===== config.mk =====
export PLATFORM = sky130hd
export DESIGN_NAME = ldram_top
export DESIGN_NICKNAME = d
export VERILOG_FILES = /design/src/ldram_table.v /design/src/ldram_top.v
export VERILOG_INCLUDE_DIRS = /design/src
export SDC_FILE = /design/constraint.sdc
export NUM_CORES = 1
export LEC_CHECK = 0
export BUFFER_PORTS_ARGS = -buffer_cell sky130_fd_sc_hd__buf_4
export CAP_MARGIN = 10
export CORE_MARGIN = 4
export CORE_UTILIZATION = 50
export CTS_CLUSTER_SIZE = 10
export DETAILED_ROUTE_END_ITERATION = 12
export GPL_ROUTABILITY_DRIVEN = 1
export PLACE_DENSITY = 0.74
export SYNTH_ARGS = -nofsm -noshare
export SYNTH_HDL_FRONTEND = slang
export SYNTH_SLANG_ARGS = --single-unit

===== constraint.sdc =====
create_clock -name aclk -period 1.9 [get_ports aclk]
set_input_delay 0.095 -clock aclk [delete_from_list [all_inputs] [get_ports aclk]]
set_output_delay 0.095 -clock aclk [all_outputs]
set_load 0.03 [all_outputs]

===== src/ldram_regs.vh =====
`ifndef LDRAM_REGS_VH
`define LDRAM_REGS_VH
`define LDRAM_ADDR_CTRL 32'h00000000
`define LDRAM_ADDR_STATUS 32'h00000004
`define LDRAM_ADDR_ADDR 32'h00000008
`define LDRAM_ADDR_WDATA 32'h0000000C
`define LDRAM_ADDR_RDATA 32'h00000010
`define LDRAM_ORG_DUAL16 2'h0
`define LDRAM_ORG_WIDE32 2'h1
`define LDRAM_ORG_DPORT 2'h2
`define LDRAM_ORG_MIXED 2'h3
`define LDRAM_CTRL_ORG_LSB 0
`define LDRAM_CTRL_LEVEL_BIT 2
`define LDRAM_CTRL_EDGE_BIT 3
`define LDRAM_CTRL_RESET 32'h00000000
`define LDRAM_RESP_OKAY 2'h0
`define LDRAM_RESP_SLVERR 2'h2
`define LDRAM_DEPTH 16
`endif


===== src/ldram_table.v =====
`timescale 1ns/1ps
module ldram_table (
    aclk,
    clk_neg,
    level_mode,
    wr_en,
    wr_addr,
    wr_data,
    rd_addr_a,
    rd_addr_b,
    rd_data_a,
    rd_data_b
);
    input wire aclk;
    input wire clk_neg;
    input wire level_mode;
    input wire wr_en;
    input wire [3:0] wr_addr;
    input wire wr_data;
    input wire [3:0] rd_addr_a;
    input wire [3:0] rd_addr_b;
    output wire rd_data_a;
    output wire rd_data_b;

    reg [15:0] mem_r;
    reg dly_en_r;
    reg [3:0] dly_addr_r;
    reg dly_data_r;

    // With one clock there is no second edge to write on, so the other
    // edge choice lands an edge-mode write one cycle later instead.
    always @(posedge aclk) begin
        dly_en_r <= wr_en & ~level_mode & clk_neg;
        dly_addr_r <= wr_addr;
        dly_data_r <= wr_data;
        if (dly_en_r) begin
            mem_r[dly_addr_r] <= dly_data_r;
        end
        // Level mode writes every cycle the strobe is held high.
        if (wr_en & (level_mode | ~clk_neg)) begin
            mem_r[wr_addr] <= wr_data;
        end
    end

    // Reads never wait for a clock.
    assign rd_data_a = mem_r[rd_addr_a];
    assign rd_data_b = mem_r[rd_addr_b];
endmodule


===== src/ldram_top.v =====
// Chosen here: the placing of the registers and register access over AXI4-Lite.
`timescale 1ns/1ps
`include "ldram_regs.vh"
module ldram_top (
    aclk,
    aresetn,
    awaddr,
    awvalid,
    awready,
    wdata,
    wstrb,
    wvalid,
    wready,
    bresp,
    bvalid,
    bready,
    araddr,
    arvalid,
    arready,
    rdata,
    rresp,
    rvalid,
    rready,
    logic_in,
    logic_out
);
    input wire aclk;
    input wire aresetn;
    input wire [31:0] awaddr;
    input wire awvalid;
    output wire awready;
    input wire [31:0] wdata;
    input wire [3:0] wstrb;
    input wire wvalid;
    output wire wready;
    output reg [1:0] bresp;
    output reg bvalid;
    input wire bready;
    input wire [31:0] araddr;
    input wire arvalid;
    output wire arready;
    output reg [31:0] rdata;
    output reg [1:0] rresp;
    output reg rvalid;
    input wire rready;
    input wire [4:0] logic_in;
    output reg logic_out;

    reg [31:0] ctrl_r;
    reg [31:0] addr_r;
    reg [31:0] awaddr_r;
    reg aw_have_r;
    reg [31:0] wdata_r;
    reg w_have_r;
    reg [15:0] func_r;
    reg wr_f_r;
    reg wr_g_r;
    reg wr_data_f_r;
    reg wr_data_g_r;
    wire [1:0] org;
    wire level_mode;
    wire clk_neg;
    wire rd_f_a;
    wire rd_f_b;
    wire rd_g_a;
    wire rd_g_b;
    wire do_write;
    wire [3:0] addr_f;
    wire [3:0] addr_g;
    reg [1:0] rd_word;
    reg wr_f_nxt;
    reg wr_g_nxt;
    reg wr_data_f_nxt;
    reg wr_data_g_nxt;
    wire wdata_hit;
    wire wr_mapped;

    // Match on the word index so the two low address bits never matter.
    function reg_hit;
        input [31:0] addr;
        input [31:0] offset;
        begin
            reg_hit = (addr[31:2] == offset[31:2]);
        end
    endfunction

    // Edge mode always strobes; level mode copies the strobe bit given.
    function strobe_on;
        input level;
        input strobe_bit;
        begin
            strobe_on = ~level | strobe_bit;
        end
    endfunction

    assign org = ctrl_r[`LDRAM_CTRL_ORG_LSB +: 2];
    // A single mode bit feeds both tables, so they cannot disagree.
    assign level_mode = ctrl_r[`LDRAM_CTRL_LEVEL_BIT];
    assign clk_neg = ctrl_r[`LDRAM_CTRL_EDGE_BIT];
    // Readies drop while a word is held or an answer waits: one at a time.
    assign awready = ~aw_have_r & ~bvalid;
    assign wready = ~w_have_r & ~bvalid;
    assign arready = ~rvalid;
    assign do_write = aw_have_r & w_have_r & ~bvalid;
    assign wdata_hit = do_write & reg_hit(awaddr_r, `LDRAM_ADDR_WDATA);
    assign wr_mapped = wdata_hit | reg_hit(awaddr_r, `LDRAM_ADDR_CTRL) |
        reg_hit(awaddr_r, `LDRAM_ADDR_ADDR);

    // Single port: read and write share the address field.
    assign addr_f = addr_r[3:0];
    // In dual 16x1 the G table may take an address of its own.
    assign addr_g = (org == `LDRAM_ORG_DUAL16) ? addr_r[11:8] : addr_r[3:0];

    // Table F; in dual-port mode its second read port is port B.
    ldram_table u_f (
        .aclk(aclk),
        .clk_neg(clk_neg),
        .level_mode(level_mode),
        .wr_en(wr_f_r),
        .wr_addr(addr_f),
        .wr_data(wr_data_f_r),
        .rd_addr_a(addr_f),
        .rd_addr_b(addr_r[19:16]),
        .rd_data_a(rd_f_a),
        .rd_data_b(rd_f_b)
    );

    // Table G; left idle in dual-port mode, where F serves both ports.
    ldram_table u_g (
        .aclk(aclk),
        .clk_neg(clk_neg),
        .level_mode(level_mode),
        .wr_en(wr_g_r),
        .wr_addr(addr_g),
        .wr_data(wr_data_g_r),
        .rd_addr_a(addr_g),
        .rd_addr_b(addr_r[19:16]),
        .rd_data_a(rd_g_a),
        .rd_data_b(rd_g_b)
    );

    // Read data select; the organisation picks which table outputs form the read word.
    always @* begin
        rd_word = 2'h0;
        case (org)
            `LDRAM_ORG_DUAL16: begin
                rd_word = {rd_g_a, rd_f_a};
            end
            `LDRAM_ORG_WIDE32: begin
                rd_word = {1'b0, addr_r[4] ? rd_g_a : rd_f_a};
            end
            `LDRAM_ORG_DPORT: begin
                rd_word = {rd_f_b, rd_f_a};
            end
            default: begin
                rd_word = {1'b0, rd_f_a};
            end
        endcase
    end

    // Next strobe state; edge mode drops a strobe after its one cycle.
    always @* begin
        wr_f_nxt = wr_f_r & level_mode;
        wr_g_nxt = wr_g_r & level_mode;
        wr_data_f_nxt = wr_data_f_r;
        wr_data_g_nxt = wr_data_g_r;
        if (wdata_hit) begin
            wr_data_f_nxt = wdata_r[0];
            wr_data_g_nxt = wdata_r[0];
            case (org)
                `LDRAM_ORG_DUAL16: begin
                    wr_data_g_nxt = wdata_r[1];
                    wr_f_nxt = strobe_on(level_mode, wdata_r[8]);
                    wr_g_nxt = strobe_on(level_mode, wdata_r[8]);
                end
                `LDRAM_ORG_WIDE32: begin
                    wr_f_nxt = strobe_on(level_mode, wdata_r[8]) & ~addr_r[4];
                    wr_g_nxt = strobe_on(level_mode, wdata_r[8]) & addr_r[4];
                end
                default: begin
                    wr_f_nxt = strobe_on(level_mode, wdata_r[8]);
                    wr_g_nxt = 1'b0;
                end
            endcase
        end
    end

    // Address and data are taken in either order and held until used.
    always @(posedge aclk) begin
        if (!aresetn) begin
            awaddr_r <= 32'h00000000;
            aw_have_r <= 1'b0;
            wdata_r <= 32'h00000000;
            w_have_r <= 1'b0;
        end else begin
            if (awvalid & awready) begin
                awaddr_r <= awaddr;
                aw_have_r <= 1'b1;
            end
            if (wvalid & wready) begin
                wdata_r <= wdata;
                w_have_r <= 1'b1;
            end
            if (do_write) begin
                aw_have_r <= 1'b0;
                w_have_r <= 1'b0;
            end
        end
    end

    // The write answer stands until the master takes it.
    always @(posedge aclk) begin
        if (!aresetn) begin
            bvalid <= 1'b0;
            bresp <= 2'h0;
        end else if (do_write) begin
            bvalid <= 1'b1;
            if (wr_mapped) begin
                bresp <= `LDRAM_RESP_OKAY;
            end else begin
                bresp <= `LDRAM_RESP_SLVERR;
            end
        end else if (bvalid & bready) begin
            bvalid <= 1'b0;
        end
    end

    // Control and address registers.
    always @(posedge aclk) begin
        if (!aresetn) begin
            ctrl_r <= `LDRAM_CTRL_RESET;
            func_r <= 16'h0000;
            addr_r <= 32'h00000000;
        end else if (do_write) begin
            if (reg_hit(awaddr_r, `LDRAM_ADDR_CTRL)) begin
                ctrl_r <= {28'h0000000, wdata_r[3:0]};
                func_r <= wdata_r[31:16];
            end else if (reg_hit(awaddr_r, `LDRAM_ADDR_ADDR)) begin
                addr_r <= wdata_r & 32'h000F0F1F;
            end
        end
    end

    // Strobes live in registers; level mode keeps them until rewritten.
    always @(posedge aclk) begin
        if (!aresetn) begin
            wr_f_r <= 1'b0;
            wr_g_r <= 1'b0;
            wr_data_f_r <= 1'b0;
            wr_data_g_r <= 1'b0;
        end else begin
            wr_f_r <= wr_f_nxt;
            wr_g_r <= wr_g_nxt;
            wr_data_f_r <= wr_data_f_nxt;
            wr_data_g_r <= wr_data_g_nxt;
        end
    end

    // Read channel; an unmapped word answers with an error and zero data.
    always @(posedge aclk) begin
        if (!aresetn) begin
            rvalid <= 1'b0;
            rresp <= 2'h0;
            rdata <= 32'h00000000;
        end else if (arvalid & arready) begin
            rvalid <= 1'b1;
            rresp <= `LDRAM_RESP_OKAY;
            if (reg_hit(araddr, `LDRAM_ADDR_CTRL)) begin
                rdata <= {func_r, 12'h000, ctrl_r[3:0]};
            end else if (reg_hit(araddr, `LDRAM_ADDR_STATUS)) begin
                rdata <= {30'h00000000, wr_g_r, wr_f_r};
            end else if (reg_hit(araddr, `LDRAM_ADDR_ADDR)) begin
                rdata <= addr_r;
            end else if (reg_hit(araddr, `LDRAM_ADDR_RDATA)) begin
                rdata <= {30'h00000000, rd_word};
            end else begin
                rdata <= 32'h00000000;
                rresp <= `LDRAM_RESP_SLVERR;
            end
        end else if (rvalid & rready) begin
            rvalid <= 1'b0;
        end
    end

    // Leftover generators serve a five-input function in mixed mode.
    always @(posedge aclk) begin
        if (!aresetn) begin
            logic_out <= 1'b0;
        end else if (org == `LDRAM_ORG_MIXED) begin
            logic_out <= func_r[logic_in[3:0]] ^ logic_in[4];
        end else begin
            logic_out <= 1'b0;
        end
    end
endmodule


# After elaboration in Yosys (flattened, before gate mapping)
# Index checks and enable logic that the tools add are counted.
# word_totals
reg_bits	186
word_cells	135
# op_classes
order_cmp	10
eq_ne	8
muxes	45
n_bitwise	34
reduce_logical	13
# ops
cell	count
$eq 30x2->1 const B	3
$bwmux 16	4
$mux 16	4
$logic_not 30->1	2
$mux 20	2
$mux 32	1
$eq 30x1->1 const B	1
$eq 30x3->1 const B	1
$lt 4x5->1 const B	6
$and 1x1->1	20
$mux 1	17
$bmux 1 s4	4
$demux 1 s4	4
$ge 4x1->1 const B	4
$mux 2	6
$not 1->1	9
$pmux 2 s3	1
$eq 2x2->1 const B	2
$logic_and 1x1->1	4
$mux 4	1
$or 1x1->1	4
$reduce_and 2->1	2
$reduce_bool 2->1	2
$reduce_and 3->1	1
5 further kinds	5

# Logic depth before layout (Yosys ltp)
# Gate-level depths: netlist (run 1).
# depth
depth_word	10
depth_mapped	9

# Cells and area by module
# From an unflattened synthesis (run 1), not the netlist that was laid out.
# unflattened
cells_unflattened	878
hier_area_um2	8071.5
# by_module_without_submodules
mod	n_inst	cells_per_inst	area_each_um2	seq_area_each_um2
ldram_top	1	615	5283.8	2482.4
ldram_table (u_g)	1	133	1397.6	440.4
ldram_table (u_f)	1	130	1390.1	440.4

# Least setup slack after synthesis (run 1)
# No wires, ideal clock.
# synth_path
kind	register to register
from	register bvalid
to	register wdata_r[23]
arrival_ns	1.845
t_required_ns	1.824
setup_slack_ns	-0.021
stages_incl_launch_ff	7
path_buffers	2
synth_period_minus_slack_ns	1.921
cell_sequence	dfxtp_1 -> nor2_1 -> and2_1 -> clkbuf_1 -> clkbuf_1 -> nand2_1 -> a21boi_0
# synth_between
elab_chain_len	3
# synth_lines
element	line	text
start: declaration	ldram_top.v:37	output reg bvalid;
start signal: assignment	ldram_top.v:214	bvalid <= 1'b0;
start signal: assignment	ldram_top.v:217	bvalid <= 1'b1;
start signal: assignment	ldram_top.v:224	bvalid <= 1'b0;
$not 1->1	ldram_top.v:102	assign wready = ~w_have_r & ~bvalid;
$and 1x1->1	ldram_top.v:102	
via wready	ldram_top.v:35	output wire wready;
$and 1x1->1	ldram_top.v:200	if (wvalid & wready) begin
end signal: assignment	ldram_top.v:201	wdata_r <= wdata;
end: declaration	ldram_top.v:53	reg [31:0] wdata_r;
# The timed path passes the listed nets, and every way through them passes these cells.
# A chain may end at the register's enable or synchronous reset.

# Worst setup path after layout (run 1)
# layout_path
from	register addr_r[2]
to	register rdata[0]
# layout_between
elab_chain_len	9
# layout_lines
element	line	text
start: declaration	ldram_top.v:50	reg [31:0] addr_r;
start signal: assignment	ldram_top.v:239	addr_r <= wdata_r & 32'h000F0F1F;
$mux 4	ldram_top.v:112	assign addr_g = (org == `LDRAM_ORG_DUAL16) ? addr_r[11:8] : addr_r[3:0];
$bmux 1 s4	ldram_table.v:46	assign rd_data_a = mem_r[rd_addr_a];
$mux 1 (not written as such)	ldram_table.v:46	
$mux 1	ldram_top.v:150	rd_word = {1'b0, addr_r[4] ? rd_g_a : rd_f_a};
$pmux 2 s3 *	ldram_top.v:145	case (org)
$mux 2 *	ldram_top.v:274	end else if (reg_hit(araddr, `LDRAM_ADDR_RDATA)) begin
$mux 20 *	ldram_top.v:272	end else if (reg_hit(araddr, `LDRAM_ADDR_ADDR)) begin
$mux 20 *	ldram_top.v:270	end else if (reg_hit(araddr, `LDRAM_ADDR_STATUS)) begin
$mux 32 *	ldram_top.v:268	if (reg_hit(araddr, `LDRAM_ADDR_CTRL)) begin
end signal: assignment	ldram_top.v:269	rdata <= {func_r, 12'h000, ctrl_r[3:0]};
end signal: assignment	ldram_top.v:271	rdata <= {30'h00000000, wr_g_r, wr_f_r};
end signal: assignment	ldram_top.v:273	rdata <= addr_r;
end: declaration	ldram_top.v:42	output reg [31:0] rdata;
# Every way passes the cells marked *; elsewhere a longest branch is shown, timed or not. The select of a mux whose other input is x is not followed.

==> results of run 1 <==
-- worst max path at each step --
| stage | end | depth (start not counted) | start |
|---|---|---|---|
| floorplan | awaddr_r[23] | 6 | bvalid |
| global placement | rdata[0] | 8 | ctrl_r[0] |
| detailed placement | rdata[24] | 7 | araddr[17] |
| CTS | rdata[0] | 8 | ctrl_r[0] |
| global route | rdata[0] | 8 | ctrl_r[0] |
| finish | rdata[0] | 6 | addr_r[2] |
-- tightest hold or removal path, delay by kind of cell --
family	cells	cell delay [ps]
AND/OR/NAND/NOR	3	230
buffers and inverters	1	80
-- sequential cells by signal, indices dropped and copies added, names as in the netlist, 4 cells and up --
register	flops
awaddr_r	30
rdata	25
wdata_r	25
func_r	16
u_f.mem_r	16
u_g.mem_r	16
addr_r	13
ctrl_r	4
u_f.dly_addr_r	4
u_g.dly_addr_r	4
-- power groups by stage --
| stage | clock (uW) | combinational (uW) | sequential, uW |
|---|---|---|---|
| after CTS | 3370 | 716 | 3680 |
| final | 3330 | 732 | 3680 |
| after detailed placement | 0 | 616 | 3760 |
| after floorplan | 0 | 352 | 3750 |
| after global placement | 0 | 607 | 3750 |
| after global routing | 3530 | 803 | 3690 |
-- what timing repair did --
action,4_1_cts,5_1_grt
hold buffers,60,0
setup endpoints to repair,0,36
endpoints found under the hold margin,59,0
resized for setup,0,13
-- layer usage --
layer  track usage  part of all wire  wire length [um]
met4        0.0664             0.018               363
met5             0                 0                 0
met1         0.294              0.44              8950
met2         0.388              0.50             10100
met3        0.0437             0.039               788
-- kinds of logic after synthesis --
| kind of cell | after synthesis | synth area share |
|---|---|---|
| AO/OA/AOI/OAI | 197 | 0.169 |
| XOR/XNOR | 1 | 0.00113 |
| adder cells (fa/ha/maj) | 1 | 0.00129 |
| buffers and inverters | 76 | 0.0515 |
| flip-flops | 168 | 0.434 |
| multiplexers | 56 | 0.0946 |
| other | 1 | 0.000484 |
| AND/OR/NAND/NOR | 404 | 0.248 |
-- final cells by class --
| cell class | count | share of cell area |
|---|---|---|
| multi-input cells | 668 | 0.400 |
| flip-flops and latches | 168 | 0.330 |
| repair buffers | 229 | 0.187 |
| clock buffers | 21 | 0.0442 |
| well taps | 188 | 0.0231 |
| clock inverters | 11 | 0.0109 |
| inverters | 10 | 0.00466 |
-- stage by stage --
step	util	setup TNS (ps)	cells
5_1_grt	0.671	-63.5	1295
3_3_place_gp	0.591	0	1203
2_1_floorplan	-	0	912
3_5_place_dp	0.591	-188	1203
6_report	0.671	0	1295
4_1_cts	0.667	0	1295
-- placed cells by master (no fill, tap or decap), drive strengths merged, types with 8 or more instances in the layout --
cell type	n
a21boi	58
a21oi	29
a22oi	13
buf	169
clkbuf	21
conb	9
dfxtp	168
dlygate4sd3	60
inv	14
mux2	8
mux2i	35
mux4	13
nand2	202
nand2b	14
nand3	48
nand4	8
nor2	56
nor2b	17
nor3	11
nor4	17
o21ai	56
o31a	16
==> run_results.csv, run 1 <==
group,metric,value,unit
cts,cts_tree,"yes",
placed_design,dp_hpwl,13.6,mm
critical_path,slowest_stage,"dfxtp_1",
job,maxCapViolations,0,
timing,whs,16.7,ps
timing,max_freq,531,MHz
global_route,grt_pass1_wl,32.9,mm
global_route,antenna_found_initial,0,
drt,drc,0,
critical_path,cpMostUsedCell,"o31ai_1",
timing,clock_skew,11.3,ps
logic_synthesis,yosysWarnings,0,
timing,rsz0062_at_grt,"yes",
cts,clock_latency,430,ps
global_route,grt_max_degree,136,
finish,final_area,10200,um^2
pwr,power,7750,uW
cts,cts_setup_buffers,0,
logic_synthesis,synth_top_area_cell,"dfxtp_1",
cts,clkTransAtPathRegs,60,ps
logic_synthesis,ys_seq_area_frac,0.434,
finish,nNetsFinal,1206,
pwr,vdd_drop_max,651,uV
logic_synthesis,ys_async_sr_fraction,0,
finish,antenna_cells,0,
finish,fill_cells,1217,
floorplan,die_w,133,um
logic_synthesis,synth_top_cells_by_area,"dfxtp_1 (43%), nand2_1 (9.8%), a21boi_0 (5.6%)",
timing,setup_violations,0,
logic_synthesis,synth_edf_count,0,
global_route,overflow,0,
placed_design,placed_cell_area,8980,um^2
cts,h-tree-depth,4,
pwr,p_int,5850,uW
floorplan,start_util,0.510,
logic_synthesis,ys_ff_latch,168,
placed_design,io_buffer_count,129,
pwr,switching_share,0.245,
cts,cts_buffer_depth,2,
finish,drive_gt1_frac,0.224,
critical_path,worst-r2r-cell-count,6,
critical_path,regToRegStartpoint,"addr_r[2]",
drt,wl_per_cell,15.6,um
critical_path,r2r-end,"rdata[0]",
floorplan,io_pins,154,
finish,multi_input_area,4080,um^2
logic_synthesis,synth_ff_type,"dfxtp_1",
pwr,p_leak,0.00390,uW
cts,clock_sinks,168,
global_route,grt_pass1_vias,6726,
critical_path,critPathKind,"reg2reg",
timing,timing.final.crit_share,0.991,
drt,dr.pass1.iters,5,
critical_path,cp_max_fo,13,
timing,tightest_slew,876,ps
logic_synthesis,synth_top_area_frac,0.434,
min_path,worstHoldStart,"awvalid",
drt,ant_nets,0,
pwr,powerDensity,760,nW/um^2
finish,area_delta_synth_final,31.5,%
floorplan,die_area,17600,um^2
finish,ff_latch_area,3370,um^2
critical_path,end_kind,"register",
timing,maxSlewViolCount,0,
floorplan,coreArea,15200,um^2
critical_path,max_stage_delay,680,ps
critical_path,crit_buf_inv,0,
critical_path,cp.required,2220,ps
min_path,min_to,"aw_have_r",
min_path,hp-class,"in2reg",
timing,slew_headroom,0.412,
pwr,comb_power_share,0.094,
drt,drt_iter0_drc,620,
placed_design,dp_slack,-22.3,ps
pwr,clkPwrFrac,0.430,
run_status,status,"finished, final reports clean",
drt,viasPerCell,5.39,
logic_synthesis,synthMostInstantiatedCell,"nand2_1",
pwr,seqPwrFrac,0.475,
critical_path,worstPathCellList,"mux4_2, mux2i_1, nand2_1, o31ai_1, o31ai_1, a41o_1",
logic_synthesis,syn_inst,904,
drt,vias,6985,
floorplan,die_h,133,um
timing,hold_viol_final,0,
logic_synthesis,synth_common_cells,"nand2_1 (202), dfxtp_1 (168), a21boi_0 (58)",
critical_path,cp-start-kind,"register",
logic_synthesis,syn_area,7750,um^2
cts,cts_made_buffers,17,
drt,routed_wl,20.2,mm
cts,cts-root-buf,"clkbuf_16",
timing,fin_crit,1880,ps
critical_path,critical-path-top-delay-family,"flip-flops",
logic_synthesis,postSynthAreaPerCell,8.57,um^2
pwr,switchingPower,1900,uW
critical_path,rrSetupSlack,20,ps
floorplan,row_count,45,
global_route,grt_use_total,0.227,
min_path,hold_depth,4,
logic_synthesis,synth.distinct_cells,61,
critical_path,arrival,2200,ps
placed_design,finalWeightedCongestion,0.901,
timing,fin_ws,16.2,ps
Note: power is estimated with default switching activity, not from simulation.
==> run 2, diff against run 1 <==
==> constraint.sdc (replaced) <==
create_clock -name aclk -period 1.9 [get_ports aclk]
set_input_delay 0.19 -clock aclk [delete_from_list [all_inputs] [get_ports aclk]]
set_output_delay 0.19 -clock aclk [all_outputs]
set_load 0.03 [all_outputs]
==> run 2 against run 1 <==
  * Final cell count down 4.3%
  * Sequential share of layout area is 1.7 points higher
  * Combinational power decreased by 14%
  * Clock power grew 3%
  * Routed wire length shrank 4.4%
  * Total power hardly changed
  * Critical endpoint unchanged
==> run_results.csv, run 2 (same netlist as run 1, synthesis figures left out) <==
group,metric,value,unit
timing,clock_skew,7.11,ps
placed_design,io_buffer_count,129,
floorplan,io_pins,154,
critical_path,cp.required,2270,ps
global_route,met2_usage,0.347,
timing,final.setup.tns,0,ps
floorplan,die_h,133,um
finish,top_regs,"awaddr_r: 30 flops, rdata: 25 flops, wdata_r: 25 flops",
critical_path,end_kind,"register",
timing,tightest_slew,928,ps
global_route,grt.busiest_layer,"met2",
finish,fill_cells,1310,
floorplan,row_count,45,
floorplan,coreArea,15200,um^2
drt,ant_nets,0,
drt,viasPerCell,5.46,
global_route,met3_usage,0.0464,
global_route,grt_use_met1,0.279,
finish,drive_gt1_frac,0.248,
critical_path,critPathKind,"reg2reg",
placed_design,placed_cell_area,8970,um^2
finish,max_flop_register,"awaddr_r",
finish,area_delta_synth_final,25.2,%
finish,nNetsFinal,1150,
pwr,powerDensity,798,nW/um^2
timing,rsz0062_at_grt,"yes",
finish,final_cell_mix,"nand2_1 (201), buf_4 (167), dfxtp_1 (164), a21boi_0 (58), nor2_1 (53)",
timing,slew_headroom,0.377,
drt,vias,6762,
drt,drc,0,
floorplan,start_util,0.510,
finish,largest_reg_flops,30,
pwr,vdd_drop_max,715,uV
cts,clock_latency,430,ps
global_route,grt_max_degree,143,
global_route,overflow,0,
cts,cts_tree,"yes",
timing,whs,13.8,ps
global_route,grt_pass1_vias,6204,
critical_path,cp_max_fo,7,
drt,dr.pass1.iters,5,
placed_design,dp_hpwl,13.6,mm
critical_path,cp-start-kind,"register",
critical_path,arrival,2260,ps
timing,setup_violations,0,
run_status,status,"finished, final reports clean",
cts,cts-root-buf,"clkbuf_16",
global_route,grt_use_total,0.211,
timing,maxSlewViolCount,0,
global_route,grt_pass1_wl,30.6,mm
timing,max_freq,529,MHz
timing,timing.final.crit_share,0.995,
cts,clock_sinks,168,
floorplan,die_w,133,um
finish,final_area,9710,um^2
drt,routed_wl,19.3,mm
job,maxCapViolations,0,
cts,cts_buffer_depth,2,
drt,wl_per_cell,15.6,um
cts,h-tree-depth,4,
min_path,hp-class,"in2reg",
finish,antenna_cells,0,
finish,layout_commonest_cell,"nand2_1",
cts,clkTransAtPathRegs,70,ps
global_route,antenna_found_initial,0,
placed_design,finalWeightedCongestion,0.903,
cts,cts_made_buffers,17,
pwr,p_leak,0.00371,uW
timing,fin_crit,1890,ps
drt,drt_iter0_drc,537,
floorplan,die_area,17600,um^2
timing,hold_viol_final,0,
## run 2: changes by cell type in the layout (fill, tap and decap cells not counted), sizes merged
cell         delta
buf             +2
clkinv          -1
clkinvlp        -1
clkbuf          -3
dlygate4sd3    -59
inv             +6
## run 2: metal layers
layer,up-vias,share of wire
met5,-,0
met1,3162,0.44
met4,0,0.016
met3,28,0.042
met2,158,0.50
li1,3414,-
## run 2: where the power goes
| part | leakage, uW | internal [uW] | total (uW) | switching, uW |
|---|---|---|---|---|
| sequential | 0.00137 | 3610 | 3680 | 71.5 |
| clock | 0.000289 | 1870 | 3430 | 1560 |
| combinational | 0.00205 | 295 | 630 | 335 |
| total | 0.00371 | 5780 | 7750 | 1970 |
## run 2: cell type report
| cell class | instances | area [um^2] | area share |
|---|---|---|---|
| Clock buffer | 17 | 425 | 0.0438 |
| Timing Repair Buffer | 173 | 1360 | 0.140 |
| Clock inverter | 15 | 156 | 0.0161 |
| Sequential cell | 168 | 3370 | 0.348 |
| Tap cell | 188 | 235 | 0.0242 |
| Inverter | 10 | 50.0 | 0.00516 |
| Multi-Input combinational cell | 668 | 4110 | 0.423 |
## run 2: worst paths after layout
check / start / to / slack, ps / cells after the start
hold reg to reg: rdata[30] / rdata[30] / 460 / 2
hold / removal: awaddr[29] / awaddr_r[29] / 10 / 3
setup / recovery: ctrl_r[0] / rdata[0] / 10 / 7
setup reg to reg: ctrl_r[0] / rdata[0] / 10 / 7
## run 2: repair_timing
item                                    4_1_cts  5_1_grt
hold buffers                                  1        0
pin swaps                                     1       10
gates cloned                                  0        1
buffers inserted                              0        3
hold endpoints to repair                      1        0
endpoints found under the setup margin        1       44
gates resized for setup                       0       24
## run 2: through the flow
step,instances,total power (uW),utilization,setup WS (ps)
after floorplan,912,4100,-,64.8
after global placement,1202,4360,0.590,8.57
after detailed placement,1202,4370,0.590,-10.6
after CTS,1235,7780,0.629,4.48
after global routing,1239,8040,0.638,-94.7
final,1239,7750,0.638,9.86
## run 2: critical path, stage by stage (launching register included)
cell and delay, ps:
dfxtp_4 360, or3b_1 440, and2_4 200, clkinv_4 80
nand2_1 50, a311o_1 350, nand4_1 160, a41o_1 190
==> run 3, diff against run 2 <==
==> constraint.sdc (replaced) <==
create_clock -name aclk -period 1.9 [get_ports aclk]
set_input_delay 0.19 -clock aclk [delete_from_list [all_inputs] [get_ports aclk]]
set_output_delay 0.19 -clock aclk [all_outputs]
set_load 0.05 [all_outputs]
==> run 3 against run 2 <==
  * Fmax increased by 0.84%
  * Sequential share of layout area down 0.067 points
  * Design area is 0.19% higher
  * Total power increased by 0.62%
==> run_results.csv, run 3 (same netlist as run 1, synthesis figures left out) <==
group,metric,value,unit
timing,setup_violations,0,
floorplan,die_area,17600,um^2
floorplan,die_w,133,um
global_route,grt_pass1_vias,6270,
floorplan,coreArea,15200,um^2
job,maxCapViolations,0,
critical_path,arrival,2190,ps
global_route,grt_pass1_wl,30.7,mm
critical_path,end_kind,"register",
cts,clock_sinks,168,
min_path,hp-class,"in2reg",
critical_path,worst-r2r-cell-count,8,
finish,largest_reg_flops,30,
cts,cts-root-buf,"clkbuf_16",
critical_path,cp-start-kind,"register",
finish,area_delta_synth_final,25.5,%
timing,final.setup.tns,0,ps
timing,timing.final.crit_share,0.987,
finish,antenna_cells,0,
global_route,met2_usage,0.345,
timing,slew_headroom,0.419,
timing,hold_viol_final,0,
cts,cts_buffer_depth,2,
finish,max_flop_register,"awaddr_r",
min_path,worstHoldStart,"logic_in[4]",
drt,vias,6679,
global_route,overflow,0,
floorplan,io_pins,154,
finish,nNetsFinal,1154,
finish,layout_commonest_cell,"nand2_1",
min_path,min_to,"logic_out",
cts,clock_latency,420,ps
placed_design,dp_hpwl,13.4,mm
global_route,grt_use_total,0.211,
placed_design,finalWeightedCongestion,0.913,
pwr,vdd_drop_max,655,uV
pwr,p_leak,0.00372,uW
drt,viasPerCell,5.39,
timing,tightest_slew,866,ps
min_path,hold_depth,3,
finish,drive_gt1_frac,0.254,
floorplan,row_count,45,
floorplan,die_h,133,um
critical_path,rrSetupSlack,30,ps
cts,cts_made_buffers,17,
drt,drt_iter0_drc,508,
finish,final_cell_mix,"nand2_1 (202), buf_4 (174), dfxtp_1 (162), a21boi_0 (58), nor2_1 (52)",
timing,fin_crit,1870,ps
cts,clkTransAtPathRegs,70,ps
cts,h-tree-depth,4,
timing,whs,8.45,ps
global_route,grt.busiest_layer,"met2",
critical_path,critPathKind,"reg2reg",
critical_path,crit_start,"ctrl_r[0]",
global_route,antenna_found_initial,0,
global_route,grt_max_degree,144,
drt,wl_per_cell,15.5,um
drt,routed_wl,19.3,mm
pwr,powerDensity,801,nW/um^2
drt,ant_nets,0,
drt,drc,0,
timing,maxSlewViolCount,0,
critical_path,cp.required,2210,ps
critical_path,regToRegStartpoint,"ctrl_r[0]",
finish,top_regs,"awaddr_r: 30 flops, rdata: 25 flops, wdata_r: 25 flops",
critical_path,r2r-end,"rdata[0]",
cts,cts_tree,"yes",
run_status,status,"finished, final reports clean",
placed_design,io_buffer_count,129,
drt,dr.pass1.iters,5,
critical_path,cp_max_fo,11,
timing,max_freq,533,MHz
global_route,met3_usage,0.0460,
global_route,grt_use_met1,0.282,
timing,clock_skew,6.76,ps
floorplan,start_util,0.510,
run 3: cell count changes in the layout (fill, tap and decap cells not counted), moves of 3 or more:
cell,delta
buf_4,+7
dfxtp_2,+3
inv_6,-3
inv_8,-5
nor4_1,+3
nor4_2,-3
o21ai_0,-5
o21ai_1,+5
run 3: per-stage QoR:
step / power (uW) / util / worst slack, ps / instances / area, um^2
after global placement: 4400 / 0.591 / 36.4 / 1203 / 8980
after floorplan: 4140 / - / 10.9 / 912 / 7790
final: 7790 / 0.640 / 25.5 / 1240 / 9720
after global routing: 8050 / 0.640 / -43.2 / 1240 / 9720
after CTS: 7820 / 0.629 / 0.569 / 1232 / 9560
after detailed placement: 4410 / 0.591 / -9.03 / 1203 / 8980
run 3: worst max-delay path by stage:
stage / endpoint
after floorplan: rdata[21]
after global placement: rdata[25]
after detailed placement: rdata[29]
after CTS: rdata[0]
after global routing: func_r[6]
final: rdata[0]
run 3: worst max-delay path: stages (launching register included):
cell and delay, ps:
dfxtp_4 360, buf_4 160, o21ai_4 160, and2_4 210, inv_8 60, a211oi_2 230, a311o_1 140, nand4_1 160
a41o_1 280
run 3: timing repair:
item                       4_1_cts  5_1_grt
cloned                           0        1
resized for setup                1       29
pin swaps                        2       16
setup endpoints to repair        2       47
hold buffers                     0        0
setup buffers                    0        7
run 3: layout make-up:
| type | instances | area, um^2 |
|---|---|---|
| tap | 188 | 235 |
| fill | 1305 | 5480 |
| timing repair buffer | 177 | 1370 |
| multi-input combinational | 668 | 4120 |
| clock inverter | 11 | 149 |
| clock buffer | 18 | 429 |
| inverter | 10 | 50.0 |
| sequential | 168 | 3370 |
run 3: per-layer routing:
layer	part of all wire	wire length (um)	vias up
met5	0	0	-
met4	0.015	291	0
met3	0.044	846	21
met2	0.49	9470	151
met1	0.45	8660	3085
li1	-	-	3422
run 3: report_power, final:
part | switching (uW) | total, uW | internal (uW)
Clock | 1400 | 3450 | 2050
Combinational | 368 | 654 | 287
Sequential | 68.8 | 3680 | 3620
